==> src/include/otpp_pkg.sv <==
// Package of constants and carrier types for the one-time memory programmer.
package otpp_pkg;

    // Clock period in nanoseconds.
    localparam int CLK_NS = 20;

    // Program pulse: nominal width, the band limits, and the cycle counts.
    localparam int PW_NOM_NS = 50000;
    localparam int PW_MIN_NS = 47500;
    localparam int PW_MAX_NS = 52500;
    localparam int PW_MIN_CYC = (PW_MIN_NS + CLK_NS - 1) / CLK_NS;
    localparam int PW_MAX_CYC = PW_MAX_NS / CLK_NS;
    localparam int PW_NOM_CYC = PW_NOM_NS / CLK_NS;

    // Least setup and hold time for supplies, address, data and output enable.
    localparam int SETUP_NS = 2000;
    localparam int SETUP_CYC = (SETUP_NS + CLK_NS - 1) / CLK_NS;

    // Longest output delay after output enable falls.
    localparam int OE_NS = 150;
    localparam int OE_CYC = (OE_NS + CLK_NS - 1) / CLK_NS;

    // Two extra cycles cover the input synchroniser on the data pins.
    localparam int SYNC_CYC = 2;
    localparam int READ_CYC = OE_CYC + SYNC_CYC;

    // Timer width and the preset loaded for each wait (one cycle is spent
    // on the reload itself, so presets are one short of the count).
    localparam int TMR_W = 12;
    localparam logic [TMR_W-1:0] TMR_PW = TMR_W'(PW_NOM_CYC - 1);
    localparam logic [TMR_W-1:0] TMR_SETUP = TMR_W'(SETUP_CYC - 1);
    localparam logic [TMR_W-1:0] TMR_READ = TMR_W'(READ_CYC - 1);

    // Further pulses allowed for one word in the verify loop.
    localparam int MAX_RETRY = 10;

    // Width of the upper byte of an identification word, always zero.
    localparam int UPPER_BYTE_W = 8;

    // Operations the user may start.
    typedef enum logic {
        OTPP_OP_PROGRAM,
        OTPP_OP_IDENTIFY
    } otpp_op_e;

    // One word read back from the memory, handed to the user.
    typedef struct packed {
        logic [17:0] addr;
        logic [15:0] data;
        logic mismatch;
    } otpp_word_s;

endpackage

==> src/rtl/otpp_programmer.sv <==
// Programmer that burns, verifies and identifies a 256K x 16 one-time memory.
// Notes on behaviour
// - Program pulse is chip select low, about 50 us.
// - Start at first address with programming supplies raised.
// - First pass: one pulse per address, no reads.
// - Then verify each address against the intended word.
// - On mismatch, up to ten single pulses, each verified.
// - Still wrong after ten: stop, part failed.
// - Verified word moves on to the next address.
// - Normal supplies, read all again, pass only if equal.
// - Identify: select and enable low, high voltage line.
module otpp_programmer #(
    parameter int ADDR_W = 18,
    parameter int DATA_W = 16
) (
    input wire logic clk_in,
    input wire logic sys_rst_in,
    input wire logic start_in,
    input wire otpp_pkg::otpp_op_e op_in,
    input wire logic src_valid_in,
    input wire logic [DATA_W-1:0] src_data_in,
    output logic src_ready_out,
    output otpp_pkg::otpp_word_s rd_word_out,
    output logic rd_valid_out,
    input wire logic rd_ready_in,
    output logic busy_out,
    output logic done_out,
    output logic pass_out,
    output logic fail_out,
    output logic [ADDR_W-1:0] mem_addr_out,
    output logic mem_sel_n_out,
    output logic mem_oe_n_out,
    output logic [DATA_W-1:0] mem_data_out,
    output logic mem_data_oe_out,
    input wire logic [DATA_W-1:0] mem_data_in,
    output logic vcc_prog_out,
    output logic vpp_prog_out,
    output logic id_mode_high_voltage_line_out
);

    typedef enum logic [3:0] {
        S_IDLE, S_RAMP, S_GET, S_P_SU, S_P_PW, S_P_DH, S_GAP, S_V_RD,
        S_RECOVER, S_DROP, S_F_GET, S_F_RD, S_ID_RD, S_END
    } otpp_state_e;

    localparam logic [ADDR_W-1:0] LAST_ADDR = {ADDR_W{1'b1}};
    localparam logic [3:0] RETRY_LIM = 4'(otpp_pkg::MAX_RETRY);

    otpp_state_e state_reg;
    logic [otpp_pkg::TMR_W-1:0] tmr_reg;
    logic [3:0] retry_reg;
    logic verify_reg;
    logic [DATA_W-1:0] want_reg;
    logic [DATA_W-1:0] sync1_reg;
    logic [DATA_W-1:0] sync2_reg;
    logic push;
    otpp_pkg::otpp_word_s push_word;
    logic buf_ready_reg;
    logic tail_valid_reg;
    otpp_pkg::otpp_word_s tail_reg;

    // A wait has elapsed once the timer has run down to zero.
    function automatic logic expired(input logic [otpp_pkg::TMR_W-1:0] t);
        return t == '0;
    endfunction

    // Read data comes from the pins asynchronously, so it is synchronised.
    always_ff @(posedge clk_in) begin
        sync1_reg <= mem_data_in;
        sync2_reg <= sync1_reg;
    end

    // A read result is offered only when the output buffer has room; the
    // sequencer simply waits in its read state otherwise.
    always_comb begin
        push = 1'b0;
        push_word.addr = 18'(mem_addr_out);
        push_word.data = 16'(sync2_reg);
        push_word.mismatch = 1'b0;
        if ((state_reg == S_F_RD) && expired(tmr_reg) && buf_ready_reg) begin
            push = 1'b1;
            push_word.mismatch = (sync2_reg != want_reg);
        end
        if ((state_reg == S_ID_RD) && expired(tmr_reg) && buf_ready_reg) begin
            push = 1'b1;
            push_word.data = {{otpp_pkg::UPPER_BYTE_W{1'b0}},
                sync2_reg[otpp_pkg::UPPER_BYTE_W-1:0]};
        end
    end

    // Main sequencer: drives the memory pins, supplies and status.
    always_ff @(posedge clk_in) begin
        if (sys_rst_in) begin
            state_reg <= S_IDLE;
            tmr_reg <= '0;
            retry_reg <= '0;
            verify_reg <= 1'b0;
            want_reg <= '0;
            src_ready_out <= 1'b0;
            busy_out <= 1'b0;
            done_out <= 1'b0;
            pass_out <= 1'b0;
            fail_out <= 1'b0;
            mem_addr_out <= '0;
            mem_sel_n_out <= 1'b1;
            mem_oe_n_out <= 1'b1;
            mem_data_out <= '0;
            mem_data_oe_out <= 1'b0;
            vcc_prog_out <= 1'b0;
            vpp_prog_out <= 1'b0;
            id_mode_high_voltage_line_out <= 1'b0;
        end else begin
            if (!expired(tmr_reg)) begin
                tmr_reg <= tmr_reg - 1'b1;
            end
            unique case (state_reg)
                S_IDLE, S_END: begin
                    if (start_in) begin
                        busy_out <= 1'b1;
                        done_out <= 1'b0;
                        pass_out <= 1'b0;
                        fail_out <= 1'b0;
                        mem_addr_out <= '0;
                        verify_reg <= 1'b0;
                        if (op_in == otpp_pkg::OTPP_OP_IDENTIFY) begin
                            // Both strobes low, high voltage line raised.
                            id_mode_high_voltage_line_out <= 1'b1;
                            mem_sel_n_out <= 1'b0;
                            mem_oe_n_out <= 1'b0;
                            tmr_reg <= otpp_pkg::TMR_SETUP;
                            state_reg <= S_ID_RD;
                        end else begin
                            vcc_prog_out <= 1'b1;
                            vpp_prog_out <= 1'b1;
                            tmr_reg <= otpp_pkg::TMR_SETUP;
                            state_reg <= S_RAMP;
                        end
                    end
                end
                S_RAMP: begin
                    if (expired(tmr_reg)) begin
                        src_ready_out <= 1'b1;
                        state_reg <= S_GET;
                    end
                end
                S_GET: begin
                    // Take the intended word for this address.
                    if (src_valid_in) begin
                        src_ready_out <= 1'b0;
                        want_reg <= src_data_in;
                        mem_data_out <= src_data_in;
                        retry_reg <= '0;
                        tmr_reg <= otpp_pkg::TMR_SETUP;
                        if (verify_reg) begin
                            state_reg <= S_GAP;
                        end else begin
                            mem_data_oe_out <= 1'b1;
                            state_reg <= S_P_SU;
                        end
                    end
                end
                S_P_SU: begin
                    // Select low with enable high latches the driven data.
                    if (expired(tmr_reg)) begin
                        mem_sel_n_out <= 1'b0;
                        tmr_reg <= otpp_pkg::TMR_PW;
                        state_reg <= S_P_PW;
                    end
                end
                S_P_PW: begin
                    if (expired(tmr_reg)) begin
                        mem_sel_n_out <= 1'b1;
                        tmr_reg <= otpp_pkg::TMR_SETUP;
                        state_reg <= S_P_DH;
                    end
                end
                S_P_DH: begin
                    if (expired(tmr_reg)) begin
                        mem_data_oe_out <= 1'b0;
                        tmr_reg <= otpp_pkg::TMR_SETUP;
                        state_reg <= S_GAP;
                    end
                end
                S_GAP: begin
                    if (expired(tmr_reg)) begin
                        if (verify_reg) begin
                            // Select high, enable low: memory drives data.
                            mem_oe_n_out <= 1'b0;
                            tmr_reg <= otpp_pkg::TMR_READ;
                            state_reg <= S_V_RD;
                        end else if (mem_addr_out == LAST_ADDR) begin
                            // No read in the first pass; verify starts now.
                            mem_addr_out <= '0;
                            verify_reg <= 1'b1;
                            src_ready_out <= 1'b1;
                            state_reg <= S_GET;
                        end else begin
                            mem_addr_out <= mem_addr_out + 1'b1;
                            src_ready_out <= 1'b1;
                            state_reg <= S_GET;
                        end
                    end
                end
                S_V_RD: begin
                    if (expired(tmr_reg)) begin
                        mem_oe_n_out <= 1'b1;
                        tmr_reg <= otpp_pkg::TMR_SETUP;
                        if (sync2_reg == want_reg) begin
                            if (mem_addr_out == LAST_ADDR) begin
                                state_reg <= S_DROP;
                            end else begin
                                mem_addr_out <= mem_addr_out + 1'b1;
                                src_ready_out <= 1'b1;
                                state_reg <= S_GET;
                            end
                        end else if (retry_reg == RETRY_LIM) begin
                            // The part is rejected; supplies come down.
                            fail_out <= 1'b1;
                            vcc_prog_out <= 1'b0;
                            vpp_prog_out <= 1'b0;
                            busy_out <= 1'b0;
                            done_out <= 1'b1;
                            state_reg <= S_END;
                        end else begin
                            retry_reg <= retry_reg + 1'b1;
                            state_reg <= S_RECOVER;
                        end
                    end
                end
                S_RECOVER: begin
                    // Outputs must float before the programmer drives data.
                    if (expired(tmr_reg)) begin
                        mem_data_oe_out <= 1'b1;
                        tmr_reg <= otpp_pkg::TMR_SETUP;
                        state_reg <= S_P_SU;
                    end
                end
                S_DROP: begin
                    // Both supplies return to normal before the final read.
                    vcc_prog_out <= 1'b0;
                    vpp_prog_out <= 1'b0;
                    mem_addr_out <= '0;
                    if (expired(tmr_reg)) begin
                        src_ready_out <= 1'b1;
                        state_reg <= S_F_GET;
                    end
                end
                S_F_GET: begin
                    if (src_valid_in) begin
                        src_ready_out <= 1'b0;
                        want_reg <= src_data_in;
                        mem_sel_n_out <= 1'b0;
                        mem_oe_n_out <= 1'b0;
                        tmr_reg <= otpp_pkg::TMR_READ;
                        state_reg <= S_F_RD;
                    end
                end
                S_F_RD: begin
                    if (push) begin
                        mem_sel_n_out <= 1'b1;
                        mem_oe_n_out <= 1'b1;
                        if (push_word.mismatch) begin
                            fail_out <= 1'b1;
                        end
                        if (mem_addr_out == LAST_ADDR) begin
                            pass_out <= !(fail_out || push_word.mismatch);
                            busy_out <= 1'b0;
                            done_out <= 1'b1;
                            state_reg <= S_END;
                        end else begin
                            mem_addr_out <= mem_addr_out + 1'b1;
                            src_ready_out <= 1'b1;
                            state_reg <= S_F_GET;
                        end
                    end
                end
                S_ID_RD: begin
                    // Lowest address line picks maker then device-type word.
                    if (push) begin
                        tmr_reg <= otpp_pkg::TMR_READ;
                        if (mem_addr_out[0]) begin
                            id_mode_high_voltage_line_out <= 1'b0;
                            mem_sel_n_out <= 1'b1;
                            mem_oe_n_out <= 1'b1;
                            mem_addr_out <= '0;
                            pass_out <= 1'b1;
                            busy_out <= 1'b0;
                            done_out <= 1'b1;
                            state_reg <= S_END;
                        end else begin
                            mem_addr_out[0] <= 1'b1;
                        end
                    end
                end
            endcase
        end
    end

    // Two-entry output buffer; the head drives the port directly, so a
    // stalled reader holds the words and stalls the sequencer behind them.
    always_ff @(posedge clk_in) begin
        if (sys_rst_in) begin
            rd_valid_out <= 1'b0;
            rd_word_out <= '0;
            tail_valid_reg <= 1'b0;
            tail_reg <= '0;
            buf_ready_reg <= 1'b1;
        end else begin
            if (rd_valid_out && rd_ready_in) begin
                if (tail_valid_reg) begin
                    rd_word_out <= tail_reg;
                    tail_valid_reg <= push;
                    tail_reg <= push_word;
                    buf_ready_reg <= !push;
                end else begin
                    rd_valid_out <= push;
                    rd_word_out <= push_word;
                end
            end else if (push) begin
                if (!rd_valid_out) begin
                    rd_valid_out <= 1'b1;
                    rd_word_out <= push_word;
                end else begin
                    tail_valid_reg <= 1'b1;
                    tail_reg <= push_word;
                    buf_ready_reg <= 1'b0;
                end
            end
        end
    end

endmodule

==> config.mk <==
export PLATFORM = sky130hd
export DESIGN_NAME = otpp_programmer
export DESIGN_NICKNAME = d
export VERILOG_FILES = /design/src/include/otpp_pkg.sv /design/src/rtl/otpp_programmer.sv
export SDC_FILE = /design/constraint.sdc
export NUM_CORES = 1
export LEC_CHECK = 0
export BUFFER_PORTS_ARGS = -buffer_cell sky130_fd_sc_hd__buf_2
export CAP_MARGIN = 20
export CORE_ASPECT_RATIO = 0.9
export CORE_MARGIN = 10
export CORE_UTILIZATION = 34
export CTS_CLUSTER_DIAMETER = 50
export DETAILED_ROUTE_END_ITERATION = 10
export GPL_TIMING_DRIVEN = 0
export PLACE_DENSITY_LB_ADDON = 0.2
export RECOVER_POWER = 50
export REMOVE_ABC_BUFFERS = 1
export SYNTH_ARGS = -nofsm -noshare
export SYNTH_HDL_FRONTEND = slang
export SYNTH_SLANG_ARGS = --single-unit
==> constraint.sdc <==
create_clock -name clk_in -period 6.8 [get_ports clk_in]
set_input_delay 0.68 -clock clk_in [delete_from_list [all_inputs] [get_ports clk_in]]
set_output_delay 0.68 -clock clk_in [all_outputs]
set_load 0.02 [all_outputs]
Word level (Yosys, flattened, before mapping)
Index checks and enable logic that the tools add are counted.
Storage, ports and cells
  register bits after elaboration: 186
  bits of input ports: 38
  output and inout bits: 81
  word-level logic and storage cells: 251
Cells by class
  $add $sub $neg: 3
  eq/ne operators: 47
  multiplexer cells: 124
  reductions and logical operators: 48
Operators by type and width (number)
  2-to-1 mux 35 bit: 8
  2-to-1 mux 18 bit: 9
  2-to-1 mux 12 bit: 9
  case mux 18 bit (6 select lines): 1
  2-to-1 mux 4 bit: 21
  case mux 12 bit (7 select lines): 1
  2-to-1 mux 1 bit: 56
  inequality test 2 bit (second input constant): 26
  case mux 4 bit (13 select lines): 1
  == test 4 bit (second input constant): 7
  AND reduction 9 bit: 3
  adder 18 x 1 -> 18 bit (second input constant): 1
  == test 18 bit (second input constant): 1
  nonzero test 6 bit: 3
  2-to-1 mux 17 bit: 1
  == test 16 bit: 1
  == test 4 x 3 -> 1 bit (second input constant): 4
  2-to-1 mux 16 bit: 1
  inequality test 16 bit: 1
  AND reduction 8 bit: 2
  AND reduction 5 bit: 3
  AND reduction 14 bit: 1
  logical NOT 12 bit: 1
  2-to-1 mux 3 bit: 4
  26 further kinds: 56

Depth between registers and ports, before layout
  word-level depth: 9
  depth in mapped cells: 14
  gate-level depth less buffers: 12

Least setup slack after synthesis
No wires, ideal clock.
  kind: register to register
  start point: register tmr_reg[0] in the netlist's numbering
  end point: register tmr_reg[0] in the netlist's numbering
  setup time: 0.132 ns
  data arrival time: 2.410 ns
  required time: 6.668 ns
  slack: 4.258 ns
  cell stages (with the launch flop): 14
  buffers on the path: 2
  clock period less this slack: 2.542 ns
  cell sequence: dfxtp_1 > inv_1 > ha_1 > nor2b_1 > and4_1 > buf_2 > inv_1 > clkbuf_1 > ha_1 > mux2_2 > o22ai_1 > a211oi_1 > a21oi_1 > a21oi_1
Between the ends
  word-level cells in the longest chain between the ends: 7
  elaborated cells on any way between the ends: 18
  classes of those cells: add/sub: 1; mux: 12; reduce/logical: 5
RTL lines
  start: declaration: line otpp_programmer.sv:50  | logic [otpp_pkg::TMR_W-1:0] tmr_reg;
  start signal: assignment: line otpp_programmer.sv:114  | tmr_reg <= tmr_reg - 1'b1;
  start signal: assignment: line otpp_programmer.sv:130  | tmr_reg <= otpp_pkg::TMR_SETUP;
  start signal: assignment: line otpp_programmer.sv:135  | tmr_reg <= otpp_pkg::TMR_SETUP;
  parallel branches: the longest is 6 deep, another holds subtractor 12 x 1 -> 12 bit
  case mux 12 bit (7 select lines) (*): line otpp_programmer.sv:116  | unique case (state_reg)
Mark *: on every way between the ends.
A chain may end at the register's enable or synchronous reset.

Worst setup path after layout
  start point: register tmr_reg[0] in the netlist's numbering
  end point: register rd_word_out[18] in the netlist's numbering
Between the ends
  word-level cells in the longest chain between the ends: 7
  elaborated cells on any way between the ends: 9
  classes of those cells: mux: 2; reduce/logical: 7
RTL lines
  logical NOT 12 bit (*): line otpp_programmer.sv:64  | return t == '0;
  logical AND 1 bit (2 in a row): line otpp_programmer.sv:80  | if ((state_reg == S_F_RD) && expired(tmr_reg) && buf_ready_reg) begin
  2-to-1 mux 1 bit: line otpp_programmer.sv:80
  2-to-1 mux 1 bit (*): line otpp_programmer.sv:84  | if ((state_reg == S_ID_RD) && expired(tmr_reg) && buf_ready_reg) begin
  nonzero test 2 bit (no source line) (*)
  AND reduction 2 bit (no source line) (*)
  end signal: assignment: line otpp_programmer.sv:311  | rd_word_out <= tail_reg;
  end signal: assignment: line otpp_programmer.sv:317  | rd_word_out <= push_word;
  end signal: assignment: line otpp_programmer.sv:322  | rd_word_out <= push_word;
  end: declaration: line otpp_programmer.sv:23  | output otpp_pkg::otpp_word_s rd_word_out,
Every way passes the cells marked *; elsewhere a longest branch is shown, timed or not.

==> results.md <==
- The path class of the tightest hold or removal check is reg -> reg.
- The most common flop cell mapped by yosys is sky130_fd_sc_hd__dfxtp_1.
- The count of H-tree levels built during CTS is 4.
- The register area share after synthesis is 44.4%.
- The total of cells resized after clock tree synthesis is 0.
- The post-layout net count is 1,153.
- Synthesis handed over a netlist of 1,057 instances.
- After clock tree synthesis, the clock-pin slew on the worst setup and hold paths is 0.07 ns.
- The flow ran to the end, and the final reports show no timing, DRC or antenna violations.
- The design internal power is 2.16 mW.
- The count of input and output buffers is 118.
- Sorting the synthesized cells by area gives the leading types as sky130_fd_sc_hd__dfxtp_1 44%, sky130_fd_sc_hd__nand2_1 11%, sky130_fd_sc_hd__a21oi_1 6.6%.
- The count of final setup violators is 0.
- The achievable frequency is 247 MHz.
- In this run, the number of DRC markers left after iteration 0 of detailed routing was 573.
- The number of iterations in the first detailed-routing pass is 5.
- In the global route stage, overall resource usage came out at 15.6%.
- The first global-routing pass estimated 39.5 mm of wire.
- The filler cells instantiated in the layout total 2,535.
- The worst pin sits at a relative slew slack of 27.4%.
- The post-detailed-route via-to-cell ratio is 5.30.
- Net switching is 36.7% of the power.
- The data arrival time of the critical path is 4.38 ns.
- After clock tree synthesis, the flow added hold-fix buffers numbering 0.
- Excluding fillers, the count of instances in the completed layout stands at 1,431.
- The die extent in x is 186 um.
- The insertion delay of the later-clocked pin in the worst-skew pair is 0.44 ns.
- The worst setup path is launched from a register.
- The total overflow left after global routing is 0.
- From synthesis to final layout, the design area changed by 14.7%.
- The wire length after detailed routing is 24.5 mm.
- In this run the mean area of a mapped cell was 7.94 sq um.
- In this run the power density over the cells is 355 mW/mm^2.
- Across the VDD grid, the largest voltage drop is 0.122 mV.
- The endpoint class of the critical path is a register.
- The height of the die is 169 um.
- The final period utilization is 59.5%.
- Summing all flip-flop and latch instances after layout gives 0.00372 sq mm.
- The number of post-CTS setup repair buffers is 0.
- The netlist area before placement is 0.00839 sq mm.
- The via count of the first global-routing pass is 7,204.
- The cell accounting for the most synthesized area is sky130_fd_sc_hd__dfxtp_1.
- Counting instances in the post-synthesis netlist gives the leading cell types as 235 x sky130_fd_sc_hd__nand2_1, 186 x sky130_fd_sc_hd__dfxtp_1, 111 x sky130_fd_sc_hd__a21oi_1, 75 x sky130_fd_sc_hd__nor2_1, 57 x sky130_fd_sc_hd__o21ai_0.
- In this run the standard cell core region covers 0.0243 sq mm.
- For this run, design rule violations remaining after detail routing come to 0.
- The number of cells traversed by the worst hold path is 0.
- The number of warnings printed during yosys synthesis is 0.
- At the end of routability-driven placement, the weighted congestion stood at 0.891.
- The clock tree from TritonCTS is yes.
- The worst clock skew on the final layout is 0.0135 ns.
- At the pin with the least slew margin, the transition time is 1.07 ns.
- In this run the worst path has a maximum fanout of 41.
- Across the run, the number of max-cap violations was 0.
- The number of flops mapped to enable cells by yosys is 0.
- Setup repair after global routing left no endpoint under its margin.
- The count of clock tree sinks is 186.
- The floorplan step defined a die boundary enclosing 0.0314 sq mm.
- Sequential cells burn 37.9% of the power.
- The number of antenna violations at the first check in global routing came to 1.
- The combinational cell fraction of total power is 31.6%.
- The share of power burned in the clock network is 30.5%.
- The number of cells on the worst reg-to-reg path is 11.
- Counting flops and latches in the post-synthesis netlist gives 186.
- The largest buffer count on any clock path is 2.
- The share of synthesized registers carrying an async set or reset is 0%.
- The switching power is 1.25 mW.
- The worst path in the final design needs a cycle of 4.04 ns, including I/O delays and setup.
- The final number of max-transition violations is 0.
- Once placement completed, the tool counted placed cells totaling 1,396.
- The number of nets with antenna violations after routing is 0.
- In this run the core area contains 54 standard-cell rows.
- Summing all multi-input logic gate instances after layout gives 0.00417 sq mm.
- The initial utilization of the core area, before any placement, comes to 34.6%.
- The setup path with the least slack is of type reg -> reg.
- The final-report hold violation count is 0.
- TritonCTS created 17 clock buffers.
- The leading cell type by number of instances after synthesis is sky130_fd_sc_hd__nand2_1.
- The accumulated negative setup slack is 0 ns.
- For this block, the via count after detailed routing is 7,586.
- The fraction of layout instances using a drive strength above 1 is 8.65%.
- The standby leakage power is 3.25 nW.
- Entering global routing, the biggest net connects 104 pins.
- The CTS root buffer is sky130_fd_sc_hd__clkbuf_16.
- The post-DP HPWL is 16.7 mm.
- The netlist uses 73 different library cells.
- 119 I/O pins were placed.
- In the final routed layout, each cell accounts on average for 17.2 um.
- STA puts the critical path data required time at 7.14 ns.
- Summed over its instances, the top area cell type makes up 44.4% of the synthesized netlist area.
## logic make-up after synthesis
| family | count (synthesis) | synth area share [%] |
|---|---|---|
| simple gates | 445 | 24.1 |
| compound gates | 280 | 21.1 |
| flops | 186 | 44.4 |
| buf+inv | 110 | 6.22 |
| xor+xnor | 25 | 2.61 |
| fa+ha+maj | 6 | 0.895 |
| mux | 5 | 0.626 |
## power groups by stage
stage               Combinational (mW)  Sequential, mW  Clock (mW)
detailed placement                1.05            1.34           0
global placement                  1.01            1.36           0
floorplan                        0.688            1.36           0
global route                      1.21            1.31        1.11
CTS                               1.05            1.31        1.07
finish                            1.08            1.30        1.04
## routing by layer
metal	part of all wire (%)	global-route usage, %
met5	0	0
met3	6.3	4.02
met2	44	23.9
met4	0.86	3.85
met1	48	21.3
## area by class of cell
| type | count | share of cell area (%) |
|---|---|---|
| inverters | 18 | 0.702 |
| well taps | 308 | 4.01 |
| repair buffers | 125 | 6.79 |
| clock inverters | 13 | 1.68 |
| diodes | 1 | 0.0260 |
| flip-flops and latches | 186 | 38.7 |
| clock buffers | 19 | 4.71 |
| multi-input cells | 761 | 43.4 |
## metrics by stage
step / hold slack, ns / setup WS (ns) / cell area, sq um / total power, mW / utilization, %
after global routing: 0.313 / 2.28 / 9620 / 3.63 / 39.6
final: 0.329 / 2.76 / 9620 / 3.42 / 39.7
after detailed placement: 0.312 / 2.83 / 9060 / 2.38 / 37.4
after global placement: 0.310 / 1.68 / 8910 / 2.36 / 36.7
after floorplan: 0.310 / 3.21 / 7940 / 2.05 / -
after CTS: 0.318 / 2.79 / 9670 / 3.44 / 39.9
## placed cells by master, fill, tap and decap left out, drive strengths merged, types with 3 or more instances in the layout
| cell type | n |
|---|---|
| clkinv | 5 |
| o21ai | 59 |
| a31o | 4 |
| o22ai | 6 |
| a21o | 4 |
| o21bai | 3 |
| xor2 | 17 |
| a21oi | 111 |
| ha | 6 |
| nor4 | 10 |
| mux2i | 3 |
| and2 | 5 |
| nand2 | 235 |
| a311oi | 29 |
| or4 | 3 |
| nand3 | 38 |
| clkbuf | 104 |
| nor2 | 76 |
| nor3b | 9 |
| and3 | 6 |
| dfxtp | 186 |
| buf | 40 |
| xnor2 | 8 |
| o31ai | 6 |
| nand4 | 5 |
| a211oi | 11 |
| o211ai | 3 |
| a22oi | 3 |
| nor2b | 10 |
| or2 | 3 |
| or3 | 4 |
| inv | 22 |
| o21a | 3 |
| o32ai | 3 |
| nand2b | 8 |
| nor3 | 24 |
| o311ai | 3 |
| nand4b | 3 |
| a31oi | 13 |
## worst max-delay path, cell delays in order (launching register included)
cell                       delay [ns]
sky130_fd_sc_hd__dfxtp_1         0.37
sky130_fd_sc_hd__inv_1           0.10
sky130_fd_sc_hd__ha_1            0.15
sky130_fd_sc_hd__nor2b_1         0.14
sky130_fd_sc_hd__and4_1          0.77
sky130_fd_sc_hd__inv_1           0.50
sky130_fd_sc_hd__nor2_2          0.34
sky130_fd_sc_hd__o21ai_1         0.24
sky130_fd_sc_hd__o21ai_4         0.69
sky130_fd_sc_hd__buf_12          0.29
sky130_fd_sc_hd__nor2_1          0.06
sky130_fd_sc_hd__a311oi_1        0.27
## path summary, 6_finish.rpt
path	startpoint	to	slack, ns
max reg2reg	tmr_reg[0]$_SDFF_PP0_	rd_word_out[18]$_SDFFE_PP0P_	2.76
min	sync1_reg[1]$_DFF_P_	sync2_reg[1]$_DFF_P_	0.33
min reg2reg	sync1_reg[1]$_DFF_P_	sync2_reg[1]$_DFF_P_	0.33
max	tmr_reg[0]$_SDFF_PP0_	rd_word_out[18]$_SDFFE_PP0P_	2.76
No activity file was read; power rests on OpenSTA's default activity.
